## src/rtl/trig_fabric_pkg.sv

```systemverilog
// Constants shared by the trigger and synchronisation fabric.
// Assumes a single 20 MHz subsystem clock with per-domain clock enables.
package trig_fabric_pkg;
	localparam int NUM_ADC = 2;
	localparam int NUM_PWM = 4;
	localparam int NUM_START = 4;
	localparam int NUM_MATCH = 4;
	localparam int START_PIN = 0;
	localparam int START_PEER = 1;
	localparam int START_PWM = 2;
	localparam int START_TIMER = 3;
	localparam int PWM_MATCH_IDX = 3;
	localparam int SYNC_STAGES = 2;
	localparam logic EDGE_RISE = 1'b0;
	localparam logic EDGE_FALL = 1'b1;
	localparam logic [1:0] ST_IDLE = 2'h0;
	typedef enum logic [1:0] {
		SCHED_IDLE = 2'h0,
		SCHED_RUN = 2'h1,
		SCHED_PAUSE = 2'h3
	} sched_state_t;
endpackage

```

## src/rtl/pulse_sync.sv

```systemverilog
// Two-flop synchroniser with rising-edge detector giving one pulse per edge.
// Assumes the destination domain is marked by i_dom_en on the common clock.
`timescale 1ns/1ns
module pulse_sync (
	// Clock, reset and enables
	input wire logic i_mclk,
	input wire logic i_resetn,
	input wire logic i_ce,
	input wire logic i_dom_en,
	// Level in, pulse out
	input wire logic i_level,
	output logic o_pulse
);
	import trig_fabric_pkg::*;
	logic meta;
	logic stable;
	logic last;

	always_ff @(posedge i_mclk or negedge i_resetn) begin
		if (!i_resetn) begin
			meta <= 1'b0;
			stable <= 1'b0;
			last <= 1'b0;
			o_pulse <= 1'b0;
		end else if (i_ce) begin
			if (i_dom_en) begin
				meta <= i_level;
				stable <= meta;
				last <= stable;
				o_pulse <= stable & ~last; // [RQ16]
			end else begin
				o_pulse <= 1'b0;
			end
		end
	end

	single_pulse_a: assert property (@(posedge i_mclk) disable iff (!i_resetn)
		o_pulse |=> !o_pulse) else $error("pulse longer than one cycle"); // [RQ16]
endmodule

```

## src/rtl/trig_fabric.sv

```systemverilog
// Trigger routing and sync cascade between the ADC, PWM and timer blocks.
// Assumes all domain clocks are modelled as enables of i_mclk.
`timescale 1ns/1ns

// How it works
// RQ1 - Each ADC has four start inputs; any valid one starts a conversion.
// RQ2 - Start 0 is the external pin, rising or falling edge, ADC domain.
// RQ3 - Start 1 is the other ADC's end-of-conversion, subsystem domain.
// RQ4 - Start 2 is PWM sync, captured in subsystem domain.
// RQ5 - Start 3 is scheduling timer match, ADC domain.
// RQ6 - Timer fourth match drives PWM 0 sync and transfer enable.
// RQ7 - Sync passes through each PWM with its own programmable delay.
// RQ8 - Cascade order fixed: PWM n drives PWM n+1.
// RQ9 - Carrier timer matches drive the PWM carrier inputs.
// RQ10 - Carrier pause pin stops carrier generation while asserted.
// RQ11 - Scheduling timer pause is NOR of PWM syncs; counts while any high.
// RQ12 - Software enables pause, loads N, enables start 3 for every-N sampling.
// RQ13 - Timer captures see ADC start pulses, for debugging.
// RQ14 - ADC splits into bus part and converter part on separate clocks.
// RQ15 - Unused PWM or ADC clock branches gate off independently.
// RQ16 - Each crossing uses a two-flop synchroniser giving one pulse.
module trig_fabric (
	// Clock, reset, enable
	input wire logic i_mclk,
	input wire logic i_resetn,
	input wire logic i_ce,
	// Clock branch enables
	input wire logic [trig_fabric_pkg::NUM_ADC-1:0] i_adc_conv_en,
	input wire logic [trig_fabric_pkg::NUM_ADC-1:0] i_adc_bus_en,
	input wire logic [trig_fabric_pkg::NUM_PWM-1:0] i_pwm_clk_en,
	// ADC side
	input wire logic [trig_fabric_pkg::NUM_ADC-1:0] i_adc_pin,
	input wire logic [trig_fabric_pkg::NUM_ADC-1:0] i_adc_pin_edge,
	input wire logic [trig_fabric_pkg::NUM_ADC-1:0] i_adc_eoc,
	input wire logic [trig_fabric_pkg::NUM_START*trig_fabric_pkg::NUM_ADC-1:0] i_start_en,
	output logic [trig_fabric_pkg::NUM_START*trig_fabric_pkg::NUM_ADC-1:0] o_start_pulse,
	output logic [trig_fabric_pkg::NUM_ADC-1:0] o_adc_start,
	// PWM side
	input wire logic [trig_fabric_pkg::NUM_PWM-1:0] i_pwm_sync,
	output logic [trig_fabric_pkg::NUM_PWM-1:0] o_pwm_sync_in,
	output logic [trig_fabric_pkg::NUM_PWM-1:0] o_pwm_trans_en,
	output logic [trig_fabric_pkg::NUM_PWM-1:0] o_pwm_carrier,
	// Scheduling timer
	input wire logic [trig_fabric_pkg::NUM_MATCH-1:0] i_sched_match,
	input wire logic i_sched_pause_en,
	output logic o_sched_pause,
	output logic o_sched_count,
	output logic [trig_fabric_pkg::NUM_ADC-1:0] o_sched_capture,
	// Carrier timer
	input wire logic [trig_fabric_pkg::NUM_PWM-1:0] i_carrier_match,
	input wire logic i_carrier_pause_pin,
	output logic o_carrier_pause,
	output logic [trig_fabric_pkg::NUM_ADC-1:0] o_carrier_capture
);
	import trig_fabric_pkg::*;

	logic [NUM_ADC-1:0] pin_level;
	logic [NUM_ADC-1:0] pin_pulse;
	logic [NUM_ADC-1:0] peer_pulse;
	logic [NUM_ADC-1:0] pwm_pulse;
	logic [NUM_ADC-1:0] tmr_pulse;
	logic [NUM_ADC-1:0] next_start;
	logic any_sync;
	sched_state_t sched_state;

	function automatic logic start_any(input logic [NUM_START-1:0] pulses,
		input logic [NUM_START-1:0] en);
		start_any = |(pulses & en);
	endfunction

	assign any_sync = |i_pwm_sync;

	genvar a;
	generate
		for (a = 0; a < NUM_ADC; a++) begin : g_adc
			// Edge polarity select: falling is a rising edge of the inverted pin
			assign pin_level[a] = (i_adc_pin_edge[a] == EDGE_FALL) ? ~i_adc_pin[a] :
				i_adc_pin[a]; // [RQ2]
			pulse_sync u_pin (
				.i_mclk(i_mclk),
				.i_resetn(i_resetn),
				.i_ce(i_ce),
				.i_dom_en(i_adc_conv_en[a]), // [RQ2] [RQ14]
				.i_level(pin_level[a]),
				.o_pulse(pin_pulse[a])
			);
			pulse_sync u_peer (
				.i_mclk(i_mclk),
				.i_resetn(i_resetn),
				.i_ce(i_ce),
				.i_dom_en(i_adc_bus_en[a]),
				.i_level(i_adc_eoc[NUM_ADC-1-a]), // [RQ3]
				.o_pulse(peer_pulse[a])
			);
			pulse_sync u_pwm (
				.i_mclk(i_mclk),
				.i_resetn(i_resetn),
				.i_ce(i_ce),
				.i_dom_en(i_adc_bus_en[a]),
				.i_level(any_sync), // [RQ4]
				.o_pulse(pwm_pulse[a])
			);
			pulse_sync u_tmr (
				.i_mclk(i_mclk),
				.i_resetn(i_resetn),
				.i_ce(i_ce),
				.i_dom_en(i_adc_conv_en[a]), // [RQ5]
				.i_level(|i_sched_match),
				.o_pulse(tmr_pulse[a])
			);
			assign next_start[a] = start_any({tmr_pulse[a], pwm_pulse[a], peer_pulse[a],
				pin_pulse[a]}, i_start_en[a*NUM_START +: NUM_START]); // [RQ1]
		end
	endgenerate

	// Start pulses and conversion request per ADC
	always_ff @(posedge i_mclk or negedge i_resetn) begin
		if (!i_resetn) begin
			o_start_pulse <= '0;
			o_adc_start <= '0;
		end else if (i_ce) begin
			for (int k = 0; k < NUM_ADC; k++) begin
				o_start_pulse[k*NUM_START + START_PIN] <= pin_pulse[k];
				o_start_pulse[k*NUM_START + START_PEER] <= peer_pulse[k];
				o_start_pulse[k*NUM_START + START_PWM] <= pwm_pulse[k];
				o_start_pulse[k*NUM_START + START_TIMER] <= tmr_pulse[k];
			end
			o_adc_start <= next_start; // [RQ1]
		end
	end

	// Debug capture of ADC starts on both timers
	always_ff @(posedge i_mclk or negedge i_resetn) begin
		if (!i_resetn) begin
			o_sched_capture <= '0;
			o_carrier_capture <= '0;
		end else if (i_ce) begin
			o_sched_capture <= next_start; // [RQ13]
			o_carrier_capture <= next_start; // [RQ13]
		end
	end

	// Sync cascade: the timer starts PWM 0, each PWM then starts the next
	always_ff @(posedge i_mclk or negedge i_resetn) begin
		if (!i_resetn) begin
			o_pwm_sync_in <= '0;
			o_pwm_trans_en <= '0;
		end else if (i_ce) begin
			for (int p = 0; p < NUM_PWM; p++) begin
				if (!i_pwm_clk_en[p]) begin
					o_pwm_sync_in[p] <= 1'b0; // [RQ15]
					o_pwm_trans_en[p] <= 1'b0;
				end else if (p == 0) begin
					o_pwm_sync_in[p] <= i_sched_match[PWM_MATCH_IDX]; // [RQ6]
					o_pwm_trans_en[p] <= i_sched_match[PWM_MATCH_IDX]; // [RQ6]
				end else begin
					// Delay is applied inside the PWM; here only the chain order
					o_pwm_sync_in[p] <= i_pwm_sync[p-1]; // [RQ7] [RQ8]
					o_pwm_trans_en[p] <= i_pwm_sync[p-1]; // [RQ8]
				end
			end
		end
	end

	// Carrier patterns and pin-driven pause
	always_ff @(posedge i_mclk or negedge i_resetn) begin
		if (!i_resetn) begin
			o_pwm_carrier <= '0;
			o_carrier_pause <= 1'b0;
		end else if (i_ce) begin
			o_carrier_pause <= i_carrier_pause_pin; // [RQ10]
			o_pwm_carrier <= i_carrier_pause_pin ? '0 : (i_carrier_match & i_pwm_clk_en); // [RQ9] [RQ10]
		end
	end

	// Scheduling timer pause: NOR of PWM syncs; its enable gates only the count stop
	always_ff @(posedge i_mclk or negedge i_resetn) begin
		if (!i_resetn) begin
			sched_state <= SCHED_IDLE;
			o_sched_pause <= 1'b0;
			o_sched_count <= 1'b0;
		end else if (i_ce) begin
			o_sched_pause <= ~any_sync; // [RQ11]
			case (sched_state)
				SCHED_IDLE: begin
					sched_state <= SCHED_RUN;
					o_sched_count <= 1'b1;
				end
				SCHED_RUN: begin
					if (i_sched_pause_en && !any_sync) begin
						sched_state <= SCHED_PAUSE;
						o_sched_count <= 1'b0; // [RQ11]
					end else begin
						o_sched_count <= 1'b1;
					end
				end
				SCHED_PAUSE: begin
					if (!i_sched_pause_en || any_sync) begin
						sched_state <= SCHED_RUN;
						o_sched_count <= 1'b1; // [RQ11] [RQ12]
					end else begin
						o_sched_count <= 1'b0;
					end
				end
				default: begin
					sched_state <= SCHED_IDLE;
					o_sched_count <= 1'b0;
				end
			endcase
		end
	end

	// Conversion requests
	start_or_a: assert property (@(posedge i_mclk) disable iff (!i_resetn) // [RQ1]
		i_ce && |next_start |=> o_adc_start == $past(next_start))
		else $error("start request lost");
	start_mask_a: assert property (@(posedge i_mclk) disable iff (!i_resetn) // [RQ1]
		i_ce && !(|next_start) |=> o_adc_start == '0)
		else $error("start without enabled source");

	// Each start source lands in its own pulse bit
	pin0_record_a: assert property (@(posedge i_mclk) disable iff (!i_resetn) // [RQ2]
		i_ce && pin_pulse[0] |=> o_start_pulse[START_PIN])
		else $error("pin start of first ADC not recorded");
	pin1_record_a: assert property (@(posedge i_mclk) disable iff (!i_resetn) // [RQ2]
		i_ce && pin_pulse[1] |=> o_start_pulse[NUM_START + START_PIN])
		else $error("pin start of second ADC not recorded");
	peer_cross_a: assert property (@(posedge i_mclk) disable iff (!i_resetn) // [RQ3]
		i_ce && peer_pulse[0] |=> o_start_pulse[START_PEER])
		else $error("peer start not recorded");
	peer1_cross_a: assert property (@(posedge i_mclk) disable iff (!i_resetn) // [RQ3]
		i_ce && peer_pulse[1] |=> o_start_pulse[NUM_START + START_PEER])
		else $error("peer start of second ADC not recorded");
	pwm0_record_a: assert property (@(posedge i_mclk) disable iff (!i_resetn) // [RQ4]
		i_ce && pwm_pulse[0] |=> o_start_pulse[START_PWM])
		else $error("PWM start of first ADC not recorded");
	pwm1_record_a: assert property (@(posedge i_mclk) disable iff (!i_resetn) // [RQ4]
		i_ce && pwm_pulse[1] |=> o_start_pulse[NUM_START + START_PWM])
		else $error("PWM start of second ADC not recorded");
	tmr0_record_a: assert property (@(posedge i_mclk) disable iff (!i_resetn) // [RQ5]
		i_ce && tmr_pulse[0] |=> o_start_pulse[START_TIMER])
		else $error("timer start of first ADC not recorded");
	tmr1_record_a: assert property (@(posedge i_mclk) disable iff (!i_resetn) // [RQ5]
		i_ce && tmr_pulse[1] |=> o_start_pulse[NUM_START + START_TIMER])
		else $error("timer start of second ADC not recorded");

	// Sync cascade
	pwm0_sync_a: assert property (@(posedge i_mclk) disable iff (!i_resetn) // [RQ6]
		i_ce && i_pwm_clk_en[0] |=> o_pwm_sync_in[0] == $past(i_sched_match[PWM_MATCH_IDX]))
		else $error("PWM 0 sync not from fourth match");
	trans_en0_a: assert property (@(posedge i_mclk) disable iff (!i_resetn) // [RQ6]
		i_ce && i_pwm_clk_en[0] |=> o_pwm_trans_en[0] == $past(i_sched_match[PWM_MATCH_IDX]))
		else $error("PWM 0 transfer enable not from fourth match");
	chain_sync1_a: assert property (@(posedge i_mclk) disable iff (!i_resetn) // [RQ8]
		i_ce && i_pwm_clk_en[1] |=> o_pwm_sync_in[1] == $past(i_pwm_sync[0]))
		else $error("PWM 1 sync not from PWM 0");
	chain_order_a: assert property (@(posedge i_mclk) disable iff (!i_resetn) // [RQ8]
		i_ce && i_pwm_clk_en[2] |=> o_pwm_sync_in[2] == $past(i_pwm_sync[1]))
		else $error("cascade out of order");
	chain_sync3_a: assert property (@(posedge i_mclk) disable iff (!i_resetn) // [RQ7]
		i_ce && i_pwm_clk_en[3] |=> o_pwm_sync_in[3] == $past(i_pwm_sync[2]))
		else $error("PWM 3 sync not from PWM 2");
	chain_trans1_a: assert property (@(posedge i_mclk) disable iff (!i_resetn) // [RQ8]
		i_ce && i_pwm_clk_en[1] |=> o_pwm_trans_en[1] == $past(i_pwm_sync[0]))
		else $error("PWM 1 transfer enable not from PWM 0");
	chain_trans2_a: assert property (@(posedge i_mclk) disable iff (!i_resetn) // [RQ8]
		i_ce && i_pwm_clk_en[2] |=> o_pwm_trans_en[2] == $past(i_pwm_sync[1]))
		else $error("PWM 2 transfer enable not from PWM 1");
	chain_trans3_a: assert property (@(posedge i_mclk) disable iff (!i_resetn) // [RQ8]
		i_ce && i_pwm_clk_en[3] |=> o_pwm_trans_en[3] == $past(i_pwm_sync[2]))
		else $error("PWM 3 transfer enable not from PWM 2");

	// Carrier timer
	carrier_pause_a: assert property (@(posedge i_mclk) disable iff (!i_resetn) // [RQ10]
		i_ce && i_carrier_pause_pin |=> o_pwm_carrier == '0 && o_carrier_pause)
		else $error("carrier runs during pause");
	carrier_copy_a: assert property (@(posedge i_mclk) disable iff (!i_resetn) // [RQ10]
		i_ce |=> o_carrier_pause == $past(i_carrier_pause_pin))
		else $error("carrier pause not following its pin");
	carrier_route_a: assert property (@(posedge i_mclk) disable iff (!i_resetn) // [RQ9]
		i_ce && !i_carrier_pause_pin |=> o_pwm_carrier == $past(i_carrier_match & i_pwm_clk_en))
		else $error("carrier misrouted");

	// Scheduling timer pause
	sched_pause_a: assert property (@(posedge i_mclk) disable iff (!i_resetn) // [RQ11]
		i_ce && sched_state == SCHED_RUN && i_sched_pause_en && !any_sync |=> !o_sched_count)
		else $error("timer counts during pause");
	sched_run_a: assert property (@(posedge i_mclk) disable iff (!i_resetn) // [RQ11]
		i_ce && sched_state == SCHED_RUN && !(i_sched_pause_en && !any_sync) |=> o_sched_count)
		else $error("timer stopped while running");
	sched_resume_a: assert property (@(posedge i_mclk) disable iff (!i_resetn) // [RQ11]
		i_ce && sched_state == SCHED_PAUSE && (!i_sched_pause_en || any_sync) |=> o_sched_count)
		else $error("timer did not resume");
	sched_nor_a: assert property (@(posedge i_mclk) disable iff (!i_resetn) // [RQ11]
		i_ce |=> o_sched_pause == !$past(any_sync))
		else $error("pause input is not the NOR of PWM syncs");

	// Clock branch gating
	gate_off_a: assert property (@(posedge i_mclk) disable iff (!i_resetn) // [RQ15]
		i_ce && !i_pwm_clk_en[1] |=> !o_pwm_sync_in[1] && !o_pwm_trans_en[1])
		else $error("gated PWM still driven");
	gate_pwm0_a: assert property (@(posedge i_mclk) disable iff (!i_resetn) // [RQ15]
		i_ce && !i_pwm_clk_en[0] |=> !o_pwm_sync_in[0] && !o_pwm_trans_en[0])
		else $error("gated PWM 0 still driven");
	gate_pwm3_a: assert property (@(posedge i_mclk) disable iff (!i_resetn) // [RQ15]
		i_ce && !i_pwm_clk_en[3] |=> !o_pwm_sync_in[3] && !o_pwm_trans_en[3] && !o_pwm_carrier[3])
		else $error("gated PWM 3 still driven");

	// Debug captures
	debug_cap_a: assert property (@(posedge i_mclk) disable iff (!i_resetn) // [RQ13]
		i_ce |=> o_sched_capture == $past(next_start))
		else $error("capture differs from start");
	carrier_cap_a: assert property (@(posedge i_mclk) disable iff (!i_resetn) // [RQ13]
		i_ce |=> o_carrier_capture == $past(next_start))
		else $error("carrier timer capture differs from start");
endmodule

```

## config.mk

```make
export PLATFORM = sky130hd
export DESIGN_NAME = trig_fabric
export DESIGN_NICKNAME = d
export VERILOG_FILES = /design/src/rtl/trig_fabric_pkg.sv /design/src/rtl/pulse_sync.sv /design/src/rtl/trig_fabric.sv
export SDC_FILE = /design/constraint.sdc
export NUM_CORES = 1
export LEC_CHECK = 0
export ABC_AREA = 1
export BUFFER_PORTS_ARGS = -buffer_cell sky130_fd_sc_hd__buf_2
export CAP_MARGIN = 10
export CELL_PAD_IN_SITES_DETAIL_PLACEMENT = 2
export CELL_PAD_IN_SITES_GLOBAL_PLACEMENT = 2
export CORE_UTILIZATION = 25
export CTS_CLUSTER_SIZE = 12
export DETAILED_ROUTE_END_ITERATION = 10
export PLACE_DENSITY_LB_ADDON = 0.1
export SYNTH_ARGS = -nofsm -noshare
export SYNTH_HDL_FRONTEND = slang
export SYNTH_SLANG_ARGS = --single-unit
```

## constraint.sdc

```tcl
create_clock -name i_mclk -period 2.2 [get_ports i_mclk]
set_input_delay 0.22 -clock i_mclk [delete_from_list [all_inputs] [get_ports i_mclk]]
set_output_delay 0.22 -clock i_mclk [all_outputs]
set_load 0.05 [all_outputs]
```

; After elaboration in Yosys (flattened, before gate mapping)
; Index checks and enable logic that the tools add are counted.
[op_classes]
eq_ne = 4
mux = 21
bitwise = 22
reduce_logical = 14
[op_table]
columns = cell, count
row1 = 1-bit 2-to-1 mux, 16
row2 = 4-bit OR reduction, 4
row3 = 4-bit AND, 3
row4 = 1-bit NOT, 11
row5 = 1-bit AND, 8
row6 = 2-bit AND reduction, 4
row7 = 2-bit one-hot mux with 3 select lines, 1
row8 = 2-bit 2-to-1 mux, 2
row9 = 4-bit 2-to-1 mux, 1
row10 = 2-bit != test (second input constant), 2
row11 = 1-bit one-hot mux with 3 select lines, 1
row12 = 3-bit AND reduction, 1
row13 = 2-bit by 1-bit == test with 1-bit output (second input constant), 1
row14 = 2-bit == test (second input constant), 1
row15 = 1-bit logical NOT, 2
row16 = 2-bit logical NOT, 1
row17 = 1-bit logical AND, 1
row18 = 1-bit logical OR, 1
[totals]
reg_bits = 55
in_bits = 39
out_inout_bits = 29
wordCells = 101

; Depth between registers and ports, before layout
[depth]
ltp_word = 5
depth_mapped = 5
depth_no_buf = 4

; Hierarchy
; From an unflattened synthesis, not the netlist that was laid out.
[unflattened]
cells_unflattened = 278
area_unflattened_um2 = 2378.5
[by_module_without_submodules]
columns = mod, n_inst, cells_each, area_per_inst_um2, seq_area_each_um2
row1 = pulse_sync, 8, 19, 165.2, 100.1
row2 = trig_fabric, 1, 126, 1057.3, 575.6

; Least setup slack after synthesis
; No wires, ideal clock.
[synth_path]
kind = flip-flop to output port
startpoint = register o_carrier_capture[0] (netlist bit)
endpoint = output port o_carrier_capture[0] (netlist bit)
arrival_ps = 922
required_ps = 1980
path_slack_ps = 1058
stages_incl_launch_ff = 2
n_path_buf = 1
path_cell_list = dfrtp_1 -> buf_4
[synth_rtl]
columns = element, line_no
row1 = "start, declared", trig_fabric.sv:53  ; output logic [trig_fabric_pkg::NUM_ADC-1:0] o_carrier_capture
row2 = "start signal, assigned", trig_fabric.sv:139  ; o_carrier_capture <= next_start;
; No word-level cell between the ends.

; Final worst setup path
[layout_path]
startpoint = register o_carrier_capture[0] (netlist bit)
endpoint = output port o_carrier_capture[0] (netlist bit)
; No word-level cell between the ends.

==> reports/results.tsv <==
metric	value	unit
cts repair resizes	0	
hold slack	0.102	ns
clock root buffer	clkbuf_8	
DP Wirelength	4.33	mm
die width	96.1	um
Final Critical Period	1.20	ns
drt initial violations	51	
initial antenna violation count	0	
slowest cell delay on critical path	0.39	ns
Final ANT Viol Nets	0	
main combinational cell family by area after synthesis	simple AND/OR/NAND/NOR gates	
Relative slew margins	69.7	%
Setup CP Type	reg2out	
final net count	343	
Synth area leader	dfrtp_1	
Area contributors post-synth	dfrtp_1 62%, nand2_1 17%, o21ai_0 4.7%	
hold buffer count at cts	1	
post-synthesis xor/xnor area fraction	0.791	%
Worst setup SP type	flop	
Synth Area in Simple Gates	22.9	%
worst-path fanout max	4	
r2r setup slk	1.40	ns
clock sink total	55	
Post-synth EDFFs	0	
met3 Track Usage GR	3.08	%
Area Growth Syn to Fin	24.8	%
met1 usage	17.4	%
share of post-route cells with drive strength above 1	27.2	%
Reg clk slew, reported paths	0.10	ns
Yosys reg bits	55	
Initial Util	26.4	%
Power Dens Cells	911	nW/um2
CTS tree	built	
top_reg_cell synth	dfrtp_1	
Crit path max-delay family	flip-flops	
R2R cell count	4	
RSZ-0062 raised after global routing	no	
Max IR drop VDD	0.259	mV
first-pass GRT wire length	9.13	mm
sequential share of the synthesized area	62.2	%
overall routed net length	5.74	mm
Async S/R FF share, synth	100	%
WL per Instance	14.0	um
DRC viols	0	
Total GRT Usage	13.5	%
fin cells	410	
max reg flops	8	
utilization after layout	32.9	%
Top reg by flops	o_start_pulse	
post-synthesis compound-gate area fraction	7.07	%
GP Congestion	0.682	
clk_skew	0.00503	ns
hold path endpoint	g_adc[0].u_peer.meta$_DFFE_PN0P_	
CTS buffer count	5	
DR vias/cell	4.40	
placed insts	401	
Die ar.	9230	um2
Pins Over Slew Limit	0	
Hold Crit Depth	3	
Synth Cell Area	2210	um2
largest net degree at the start of global routing	39	
CP Cell Sequence	buf_2	
Synth Instances	239	
setup_tns	0	ns
Tightest Hold Check Type	in2reg	
Fin. Hold Viols	0	
CP bufs+invs	1	
number of antenna diodes	0	
data arrival time of the worst path	0.98	ns
origin of the worst setup path	o_carrier_capture[0]$_DFFE_PN0P_	
Critical-path top delay cell	dfrtp_1	
P_leak	1.51	nW
Finish-stage setup viols	0	
Largest regs	o_start_pulse (8), o_pwm_carrier (4), o_pwm_trans_en (4)	
Pwr Total	2.52	mW
Max-cap violations	0	
Worst R2R End	o_carrier_capture[0]$_DFFE_PN0P_	
clock tree buffer depth	2	
Unique masters post-synth	15	
status	completed	
most numerous cell in the Yosys netlist	nand2_1	
most common library cells after synthesis	102 x nand2_1, 55 x dfrtp_1, 21 x o21ai_0, 13 x inv_1	
Clk Latency, worst-skew pair	0.31	ns
htree depth	2	
GR Overflow Total	0	
Mapped Avg Cell Area	9.26	um2
vias in the first global route	1834	
Die Height	96.1	um
row cnt	33	
post-CTS setup buffer count	0	
Slew @ Worst Pin	0.454	ns
IO buf count	67	
Crit. End Element	output port	
Hold Startpoint	i_adc_eoc[1]	
Fmax	833	MHz
worst r2r src	g_adc[0].u_peer.o_pulse$_DFFE_PN0P_	
mux cell area share after synthesis	0	%
TritonRoute pass-1 iters	4	
net count after synthesis	278	
GR met2 Demand/Resource	22.2	%
Yosys top cell area share	62.2	%
WP data required	1.98	ns
vias	1804	
number of fill cells in the layout	1005	
Synth Area in Adders	0	%
gr busiest metal	met2	
yosys warns	0	
placeable core area	8380	um2
num ports	68	
fin crit share	54.5	%
through the flow:
stage / cell area, um2 / setup WS [ns]
finish: 2760 / 1.00
global route: 2760 / 0.916
CTS: 2760 / 0.980
detailed placement: 2620 / 0.812
global placement: 2620 / 0.861
floorplan: 2210 / 1.06
logic make-up after synthesis:
| logic type | count (synthesis) |
|---|---|
| XOR/XNOR | 2 |
| AO/OA/AOI/OAI | 29 |
| buffers and inverters | 29 |
| flip-flops | 55 |
| AND/OR/NAND/NOR | 124 |
layout make-up:
class                      instances  area [um2]  area share, %
sequential                        55        1380           49.8
multi-input combinational        155         681           24.6
timing repair buffer              71         380           13.8
tap                              105         131           4.76
clock buffer                       6        72.6           2.63
clock inverter                     2        60.1           2.17
inverter                          16        60.1           2.17
report_power, final:
group	switching (mW)	internal (mW)
Combinational	0.378	0.138
Clock	0.341	0.455
Sequential	0.0690	1.13
Total	0.788	1.73
worst reg2reg max path, delay by kind of cell (launching register included):
family / cells / cell delay (ns)
flops: 1 / 0.41
simple gates: 4 / 0.29
how the worst max path moves through the flow:
stage / cells past startpoint / endpoint / slack [ns]
after floorplan: 1 / o_carrier_capture[0] / 1.06
after global routing: 1 / o_sched_capture[1] / 0.92
after global placement: 6 / o_sched_count$_DFFE_PN0P_ / 0.86
final: 1 / o_carrier_capture[0] / 1.00
after CTS: 1 / o_carrier_capture[0] / 0.98
after detailed placement: 6 / o_sched_count$_DFFE_PN0P_ / 0.81
metal layers:
metal,up-vias,routed length [um]
li1,872,-
met1,883,2640
met2,43,2750
met3,6,275
met4,0,75
met5,-,0
layout by cell type, fill, tap and decap left out:
cell type / count
nand2_1: 102
buf_2: 67
dfrtp_1: 55
o21ai_0: 21
inv_1: 13
nand3_1: 9
nor2_1: 7
o22ai_1: 7
clkbuf_8: 5
nand2_4: 3
inv_2: 3
nand4_1: 3
xnor2_1: 2
bufinv_16: 2
buf_4: 2
o21bai_1: 1
clkbuf_1: 1
dlygate4sd3_1: 1
buf_12: 1
(Power assumes the default switching activity.)
